## src/hw/peu_pkg.sv

```systemverilog
// constants for the time-event unit index and interrupt status block
package peu_pkg;
    localparam int PEU_ADDR_W = 12;
    localparam logic [11:0] PEU_OFF_INDEX = 12'h520;
    localparam logic [11:0] PEU_OFF_STAT0 = 12'h524;
    localparam logic [11:0] PEU_OFF_STAT1 = 12'h528;
    localparam logic [11:0] PEU_OFF_CTRL = 12'h52c;
    localparam logic [11:0] PEU_OFF_NOTIFY = 12'h5c0;
    localparam int PEU_FIRE_N = 3;
    localparam int PEU_STAMP_N = 2;
    localparam int PEU_BIT_STAMP_SEL = 8;
    localparam int PEU_LSB_FIRE_SEL = 0;
    localparam int PEU_LSB_FIRE_HI = 16;
    localparam int PEU_LSB_FIRE_LO = 0;
    localparam int PEU_LSB_STAMP_IRQ = 0;
    localparam int PEU_BIT_FIRE_EN = 3;
    localparam int PEU_BIT_STAMP_IE = 5;
    localparam logic [1:0] PEU_FIRE_SEL_RSVD = 2'h3;
    localparam logic [1:0] PEU_FIRE_SEL_RST = 2'h0;
    localparam logic PEU_STAMP_SEL_RST = 1'h0;
    localparam logic [2:0] PEU_FIRE_FLAGS_RST = 3'h0;
    localparam logic [1:0] PEU_STAMP_FLAGS_RST = 2'h0;
endpackage

```

## src/hw/peu_core.sv

```systemverilog
// index register, done/error status and interrupt status of the time-event units
//
// Chosen here: the Avalon-MM slave port.
`timescale 1ns/1ps
module peu_core
    import peu_pkg::*;
(
    input wire logic sys_clk, // 125 MHz core clock
    input wire logic sys_rst, // synchronous reset, active high
    input wire logic [peu_pkg::PEU_ADDR_W-1:0] avs_address, // byte address
    input wire logic avs_read, // read request
    input wire logic avs_write, // write request
    input wire logic [3:0] avs_byteenable, // byte lanes
    input wire logic [31:0] avs_writedata, // write data
    output logic [31:0] avs_readdata, // read data
    output logic avs_waitrequest, // stall
    input wire logic [peu_pkg::PEU_FIRE_N-1:0] fire_done_evt, // fire unit output generated
    input wire logic [peu_pkg::PEU_FIRE_N-1:0] fire_late_evt, // target earlier than system time
    input wire logic [peu_pkg::PEU_STAMP_N-1:0] stamp_evt, // stamp unit interrupt event
    output logic [1:0] fire_unit_select, // fire unit reached by indexed access
    output logic stamp_unit_select, // stamp unit reached by indexed access
    output logic [peu_pkg::PEU_FIRE_N-1:0] fire_enable, // per fire unit enable
    output logic [peu_pkg::PEU_FIRE_N-1:0] fire_notify_on, // per fire unit notify
    output logic [peu_pkg::PEU_STAMP_N-1:0] stamp_irq_enable, // per stamp unit irq enable
    output logic event_irq // global time-event interrupt status
);
    import peu_pkg::*;

    logic ack;
    logic next_ack;
    logic [31:0] next_readdata;
    logic [1:0] next_fire_sel;
    logic next_stamp_sel;
    logic [2:0] done_flag, err_flag, fire_irq;
    logic [2:0] next_done, next_err, next_fire_irq, next_fire_en, next_notify;
    logic [1:0] stamp_irq, next_stamp_irq, next_stamp_ie;
    logic next_event_irq;
    logic wr, wr_index, wr_stat0, wr_stat1, wr_ctrl, wr_notify;
    logic [2:0] en_clear, fire_hit;

    // one wait cycle lets read data come from a flop
    assign avs_waitrequest = (avs_read | avs_write) & ~ack;
    assign wr = avs_write & ack;
    assign wr_index = wr && avs_address == PEU_OFF_INDEX;
    assign wr_stat0 = wr && avs_address == PEU_OFF_STAT0;
    assign wr_stat1 = wr && avs_address == PEU_OFF_STAT1;
    assign wr_ctrl = wr && avs_address == PEU_OFF_CTRL;
    assign wr_notify = wr && avs_address == PEU_OFF_NOTIFY;

    always_comb begin
        next_ack = (avs_read | avs_write) & ~ack;
        next_readdata = avs_readdata;
        if (avs_read && !ack) begin
            next_readdata = 32'h0;
            // reserved read zero
            // zero reserved fields
            unique case (avs_address)
                PEU_OFF_INDEX: begin
                    next_readdata[PEU_BIT_STAMP_SEL] = stamp_unit_select;
                    next_readdata[PEU_LSB_FIRE_SEL +: 2] = fire_unit_select;
                end
                PEU_OFF_STAT0: begin
                    next_readdata[PEU_LSB_FIRE_HI +: 3] = err_flag;
                    next_readdata[PEU_LSB_FIRE_LO +: 3] = done_flag;
                end
                PEU_OFF_STAT1: begin
                    next_readdata[PEU_LSB_FIRE_HI +: 3] = fire_irq;
                    next_readdata[PEU_LSB_STAMP_IRQ +: 2] = stamp_irq;
                end
                PEU_OFF_CTRL: begin
                    next_readdata[PEU_BIT_STAMP_IE] = stamp_irq_enable[stamp_unit_select];
                    next_readdata[PEU_BIT_FIRE_EN] = fire_enable[fire_unit_select];
                end
                PEU_OFF_NOTIFY: begin
                    next_readdata[2:0] = fire_notify_on;
                end
                default: next_readdata = 32'h0;
            endcase
        end
    end

    always_comb begin
        next_stamp_sel = stamp_unit_select;
        next_fire_sel = fire_unit_select;
        next_fire_en = fire_enable;
        next_stamp_ie = stamp_irq_enable;
        next_notify = fire_notify_on;
        en_clear = 3'h0;
        if (wr_index && avs_byteenable[1]) begin
            next_stamp_sel = avs_writedata[PEU_BIT_STAMP_SEL];
        end
        if (wr_index && avs_byteenable[0]
                && avs_writedata[PEU_LSB_FIRE_SEL +: 2] != PEU_FIRE_SEL_RSVD) begin
            next_fire_sel = avs_writedata[PEU_LSB_FIRE_SEL +: 2];
        end
        if (wr_notify && avs_byteenable[0]) begin
            next_notify = avs_writedata[2:0];
        end
        if (wr_ctrl && avs_byteenable[0]) begin
            next_stamp_ie[stamp_unit_select] = avs_writedata[PEU_BIT_STAMP_IE];
            next_fire_en[fire_unit_select] = avs_writedata[PEU_BIT_FIRE_EN];
            en_clear[fire_unit_select] = ~avs_writedata[PEU_BIT_FIRE_EN];
        end
        // enable self-clears once the output is generated
        next_fire_en = next_fire_en & ~fire_done_evt;
    end

    always_comb begin
        fire_hit = (fire_done_evt | fire_late_evt) & fire_notify_on;
        next_done = done_flag;
        next_err = err_flag;
        next_fire_irq = fire_irq;
        next_stamp_irq = stamp_irq;
        if (wr_stat0 && avs_byteenable[0]) begin
            next_done = next_done & ~avs_writedata[PEU_LSB_FIRE_LO +: 3];
        end
        if (wr_stat0 && avs_byteenable[2]) begin
            next_err = next_err & ~avs_writedata[PEU_LSB_FIRE_HI +: 3];
        end
        next_err = next_err & ~en_clear;
        if (wr_stat1 && avs_byteenable[2]) begin
            next_fire_irq = next_fire_irq & ~avs_writedata[PEU_LSB_FIRE_HI +: 3];
        end
        if (wr_stat1 && avs_byteenable[0]) begin
            next_stamp_irq = next_stamp_irq & ~avs_writedata[PEU_LSB_STAMP_IRQ +: 2];
        end
        // sets come last so an event in the clear cycle survives
        // done needs notify
        next_done = next_done | (fire_done_evt & fire_notify_on);
        next_err = next_err | (fire_late_evt & fire_notify_on);
        next_fire_irq = next_fire_irq | fire_hit;
        next_stamp_irq = next_stamp_irq | (stamp_evt & stamp_irq_enable);
        next_event_irq = |{next_fire_irq, next_stamp_irq};
    end

    always_ff @(posedge sys_clk) begin
        if (sys_rst) begin
            ack <= 1'b0;
            avs_readdata <= 32'h0;
            stamp_unit_select <= PEU_STAMP_SEL_RST;
            fire_unit_select <= PEU_FIRE_SEL_RST;
            fire_enable <= PEU_FIRE_FLAGS_RST;
            fire_notify_on <= PEU_FIRE_FLAGS_RST;
            stamp_irq_enable <= PEU_STAMP_FLAGS_RST;
            done_flag <= PEU_FIRE_FLAGS_RST;
            err_flag <= PEU_FIRE_FLAGS_RST;
            fire_irq <= PEU_FIRE_FLAGS_RST;
            stamp_irq <= PEU_STAMP_FLAGS_RST;
            event_irq <= 1'b0;
        end else begin
            ack <= next_ack;
            avs_readdata <= next_readdata;
            stamp_unit_select <= next_stamp_sel;
            fire_unit_select <= next_fire_sel;
            fire_enable <= next_fire_en;
            fire_notify_on <= next_notify;
            stamp_irq_enable <= next_stamp_ie;
            done_flag <= next_done;
            err_flag <= next_err;
            fire_irq <= next_fire_irq;
            stamp_irq <= next_stamp_irq;
            event_irq <= next_event_irq;
        end
    end
endmodule

```

## config.mk

```make
export PLATFORM = sky130hd
export DESIGN_NAME = peu_core
export DESIGN_NICKNAME = d
export VERILOG_FILES = /design/src/hw/peu_pkg.sv /design/src/hw/peu_core.sv
export SDC_FILE = /design/constraint.sdc
export NUM_CORES = 1
export LEC_CHECK = 0
export BUFFER_PORTS_ARGS = -buffer_cell sky130_fd_sc_hd__buf_4
export CORE_MARGIN = 1
export CORE_UTILIZATION = 40
export CTS_CLUSTER_SIZE = 20
export DETAILED_ROUTE_END_ITERATION = 10
export PLACE_DENSITY = 0.75
export REMOVE_ABC_BUFFERS = 1
export SLEW_MARGIN = 10
export SYNTH_ARGS = -nofsm -noshare
export SYNTH_HDL_FRONTEND = slang
export SYNTH_SLANG_ARGS = --single-unit
```

## constraint.sdc

```tcl
create_clock -name sys_clk -period 2.35 [get_ports sys_clk]
set_input_delay 0.47 -clock sys_clk [delete_from_list [all_inputs] [get_ports sys_clk]]
set_output_delay 0.47 -clock sys_clk [all_outputs]
set_load 0.01 [all_outputs]
```

; Yosys cells after proc, flatten, opt, wreduce, memory -nomap -nowiden
; Cells that the tools add are included.
[classes]
order_cmp = 4
n_eq_ne = 6
muxes = 22
bitwise = 26
n_reduce_logical = 19
[op_table]
columns = cell, n
row1 = $eq 12x11->1 const B, 5
row2 = $and 3x3->3, 9
row3 = $logic_and 1x1->1, 17
row4 = $mux 3, 5
row5 = $not 3->3, 4
row6 = $or 3x3->3, 4
row7 = $mux 1, 8
row8 = $pmux 2 s4, 1
row9 = $pmux 3 s2, 1
row10 = $reduce_or 5->1, 1
row11 = $and 2x2->2, 2
row12 = $bwmux 3, 1
row13 = $lt 2x3->1 const B, 1
row14 = $and 1x1->1, 2
row15 = $bmux 1 s2, 1
row16 = $bwmux 2, 1
row17 = $demux 1 s2, 1
row18 = $ge 2x1->1 const B, 1
row19 = $lt 1x2->1 const B, 1
row20 = $mux 2, 1
row21 = $ne 2x2->1 const B, 1
row22 = $not 1->1, 2
row23 = $not 2->2, 1
row24 = $or 2x2->2, 1
row25 = 5 further kinds, 5
[totals]
reg_bits = 33
input_bits = 60
wordCells = 89

; Longest topological paths before layout
[depth]
depth_word = 9
ltp_mapped = 6
depth_no_buf = 5

; Worst setup path before layout
; No wires, ideal clock.
[synth_path]
path_kind = input-to-reg
from = in avs_address[7] in the netlist's numbering
to = reg event_irq
setup_ns = 0.139
arrival_time_ns = 2.020
required_ns = 2.211
slack_ns = 0.191
path_stages = 6
n_path_buf = 1
path_cell_list = or3b_1 buf_6 or4_4 o21a_1 and4b_1 a41oi_1
[synth_via]
elab_chain_len = 6
elab_cells_between_ends = 9
[synth_rtl]
columns = element, line
row1 = start: declaration, peu_core.sv:10  ; input wire logic [peu_pkg::PEU_ADDR_W-1:0] avs_address,
row2 = $eq 12x11->1 *, peu_core.sv:46  ; assign wr_stat1 = wr && avs_address == PEU_OFF_STAT1;
row3 = $logic_and 1x1->1 *, peu_core.sv:46
row4 = $logic_and 1x1->1 (on tied branches), "peu_core.sv:121, peu_core.sv:124"
row5 = $mux 3 / $mux 2 (equally long branches), "peu_core.sv:121, peu_core.sv:124"
row6 = $or 3x3->3 / $or 2x2->2 (equally long branches), "peu_core.sv:131, peu_core.sv:132"
row7 = $reduce_or 5->1 *, peu_core.sv:133  ; next_event_irq = |{next_fire_irq, next_stamp_irq};
row8 = end signal: assignment, peu_core.sv:162  ; event_irq <= next_event_irq;
row9 = end: declaration, peu_core.sv:25  ; output logic event_irq
; Every way passes the cells marked *; elsewhere a longest branch is shown, timed or not.
; A chain may end at the register's enable or synchronous reset.

; Worst setup path in the final report
; Same ends and word-level chain as after synthesis.

==> run summary <==
The later pin in the worst-skew pair is clocked with a latency of 0.28 ns. The post-detailed-route wirelength per cell was 14.0 um. STA classifies the critical path startpoint as an input port. The fraction of the mapped netlist area in adder cells is 0, and the switching power is 284 uW. After clock tree synthesis, the setup repair step added 0 buffers. Subtracting the final worst setup slack from the clock period gives 2.00 ns. Buffers placed on the I/O ports in this run total 57. The number of endpoints failing setup at the final stage is 0, and the number of hold violations in the final report is 0.

The number of synthesized flops with an enable pin was 0; the total number of vias was 1727. The final period utilization came out at 0.852. Using the TritonRoute via totals, the vias-per-cell ratio works out to 5.38.

Relative to the synthesized area, the layout overhead comes to 30.3%. Among all flip-flop cells after synthesis, the most frequent one is dfxtp_1. The hold buffer count at cts is 0. The worst setup path is of the input port to register kind. The cell area reported after detailed placement is 0.00219 sq mm, and the highest fanout seen on the critical path is 3.

In this run the standard cell core region covers 0.00412 sq mm. After synthesis the netlist holds a flip-flop and latch count of 33. The proportion of synthesized flip-flops having asynchronous set or reset works out to 0. Fill cells in the final layout number 384. For this design the ratio of total power to cell area is 548 mW/mm^2. The first TritonRoute pass finished after 4 iterations.

The simple-gate portion of the synthesized area is 0.275, and the fraction of power spent switching nets is 0.225. For the relative contribution of combinational cells to total power, the log shows 0.115. The number of antenna cells inserted came out at 0. The tools report the starting density of the core as 0.430. The data arrival at the endpoint of the critical path was 2.15 ns; the number of placement rows was 23.

The synthesized instance count came out at 209. The die covers 0.00469 sq mm. TritonCTS built the clock tree. The fraction of final layout cells sized beyond drive strength 1 was 0.310; the global-route wire length before repair was 6980 um. The clock passes through at most 2 buffers. The largest family of logic cells by synthesized area is simple AND/OR/NAND/NOR gates. The overall power came out at 1260 uW. The synthesized netlist contains 44 unique library cells.

In the routed design, unresolved DRC markers number 0. The H-tree was split into 2 levels. The internal cell power came out at 978 uW. Detailed placement ended at an HPWL of 3400 um.

The tools report the number of top-level pins as 105. The complex-gate fraction of the synthesized area was 0.156; the fraction of power consumed by sequential logic was 0.454. The multi-input combinational cells in the finished layout cover a total of 953 sq um. CTS placed an instance of clkbuf_8 at the clock tree root.

In this run the mean area of a mapped cell was 8.46 sq um. The tools report the nature of the critical path endpoint as a register. The logs give 0 for the final-report max-slew violation count and 81 for the first-iteration detailed-routing DRC count. The sequential cells in the finished layout cover a total of 661 sq um. At the end of the flow, the number of nets in the layout was 330.

For the placer congestion estimate, the log shows 0.875. The vertical extent of the die came out at 68.5 um. Max-cap violations in this run came to 0. The run gives 1484 as the number of global-route vias before repair. The number of antenna violations at the first check in global routing is 0, and the clock-pin slew on the worst setup and hold paths is 0.07 ns.

The Yosys step of the flow raised 0 warnings. Setup repair after global routing left no endpoint under its margin. Summing every instance area after synthesis gives 0.00177 sq mm.

Derived from the worst setup path, the maximum achievable clock frequency is 0.499 GHz. The logs give 0 for the number of gates given a new drive strength after cts and 2.50 ns for the required time at the worst-slack endpoint. Aggregate global routing overflow: 0. Classification of the worst-slack hold path: input port to register.

The remaining number of nets flagged by the antenna check after routing was 0; the number of clock sinks was 33. The static leakage is 0.000951 uW, and the x dimension of the die is 68.5 um. The portion of netlist area occupied by mux cells came out at 0.0587. After routing the design area is 0.00230 sq mm.

Total negative slack for setup checks: 0 ns. The number of clock buffers added by TritonCTS is 5. The tools report the sequential fraction of the synthesis area as 0.374. The clock share of power is 0.431, and the area share of xor/xnor cells in the synthesized design is 0. The final layout contains routed wiring with a total length of 4500 um.

The maximum number of pins on one net before global-route repair was 33; the maximum resistive drop on vdd was 0.215 mV. The run finished with clean final reports. The worst clock skew was 0.00793 ns. The logs give 0.206 for the total global-route track usage and 0.75 ns for the flop-to-flop setup slack.
-- per-stage QoR --
step	hold WS (ns)	util	setup WS, ns	instances
2_1_floorplan	0.438	-	0.176	197
3_3_place_gp	0.441	0.531	0.0544	313
3_5_place_dp	0.447	0.531	0.0520	313
4_1_cts	0.377	0.560	0.345	321
5_1_grt	0.373	0.560	0.276	321
6_report	0.383	0.560	0.347	321
-- sequential cells by signal, summed over array words and instances (netlist names) --
register and count:
ack 1, done_flag 3, fire_unit_select 2, fire_enable 3
stamp_unit_select 1, event_irq 1, fire_irq 3, avs_readdata 9
fire_notify_on 3, stamp_irq_enable 2, err_flag 3, stamp_irq 2
-- cell usage in the layout, fill, tap and decap left out, types with 3 or more instances in the layout --
cell type / instances
a21oi_1: 9
a221oi_1: 4
a22oi_1: 5
buf_4: 66
clkbuf_8: 6
conb_1: 23
dfxtp_1: 33
inv_1: 4
mux2_2: 3
mux2i_1: 7
nand2_1: 13
nand3_1: 16
nand4_1: 4
nor2_1: 23
nor3_1: 10
o21a_1: 3
o21ai_0: 6
-- kinds of logic after synthesis --
group | count (synthesis)
flip-flops | 33
other | 1
AO/OA/AOI/OAI | 38
buffers and inverters | 38
multiplexers | 10
AND/OR/NAND/NOR | 89
-- synthesized netlist by cell type (2+ instances only) --
| library cell | instances | area share |
|---|---|---|
| inv_1 | 4 | 0.0085 |
| nor2b_1 | 2 | 0.0071 |
| a22oi_1 | 5 | 0.021 |
| o21a_1 | 3 | 0.013 |
| nor3_2 | 2 | 0.011 |
| nor4_1 | 2 | 0.0071 |
| clkbuf_1 | 9 | 0.019 |
| nand3_1 | 16 | 0.045 |
| nand4_1 | 4 | 0.014 |
| dfxtp_1 | 33 | 0.37 |
| mux2_2 | 3 | 0.019 |
| a222oi_1 | 2 | 0.011 |
| buf_4 | 23 | 0.098 |
| nand2_1 | 13 | 0.028 |
| a221oi_1 | 4 | 0.020 |
| mux2i_1 | 7 | 0.040 |
| o221ai_1 | 2 | 0.0099 |
| nor4_2 | 2 | 0.014 |
| nand2b_1 | 2 | 0.0071 |
| a21oi_1 | 9 | 0.025 |
| nand4bb_1 | 2 | 0.013 |
| o21ai_0 | 6 | 0.017 |
| nor2_1 | 23 | 0.049 |
| nor3_1 | 10 | 0.028 |
| a211oi_1 | 2 | 0.0085 |
-- worst max-delay path, stage by stage --
cell and delay (ns):
buf_4 0.11, or3b_1 0.41, or4_4 0.55, o21ai_0 0.24, and4b_1 0.24, a41oi_1 0.13
-- final timing paths --
check	cells after the start	from	end
worst max-delay path	6	avs_address[7]	event_irq
worst min-delay path	2	fire_done_evt[1]	fire_enable[1]
worst max register to register	6	ack	fire_enable[0]
worst min register to register	2	avs_readdata[8]	avs_readdata[8]
-- metal layers --
metal  wire length [um]  share of wire  vias to the layer above  GRT usage
met5                  0              0                        -          0
met4                101          0.022                        0     0.0859
met3                393          0.087                       13     0.0533
met2               2090           0.47                       89      0.339
met1               1910           0.42                      782      0.251
li1                   -              -                      843          -
-- power by group through the flow --
stage	Sequential (uW)	Clock (uW)	Combinational (uW)
floorplan	588	0	51.9
global placement	585	0	144
detailed placement	586	0	144
CTS	573	558	145
global route	574	590	161
finish	573	544	145
-- layout make-up --
type,instances,share of cell area
inverter,4,0.00652
multi-input combinational,160,0.414
sequential,33,0.287
clock buffer,7,0.0375
tap,50,0.0272
timing repair buffer,66,0.215
clock inverter,1,0.0130
(Power assumes the default switching activity.)
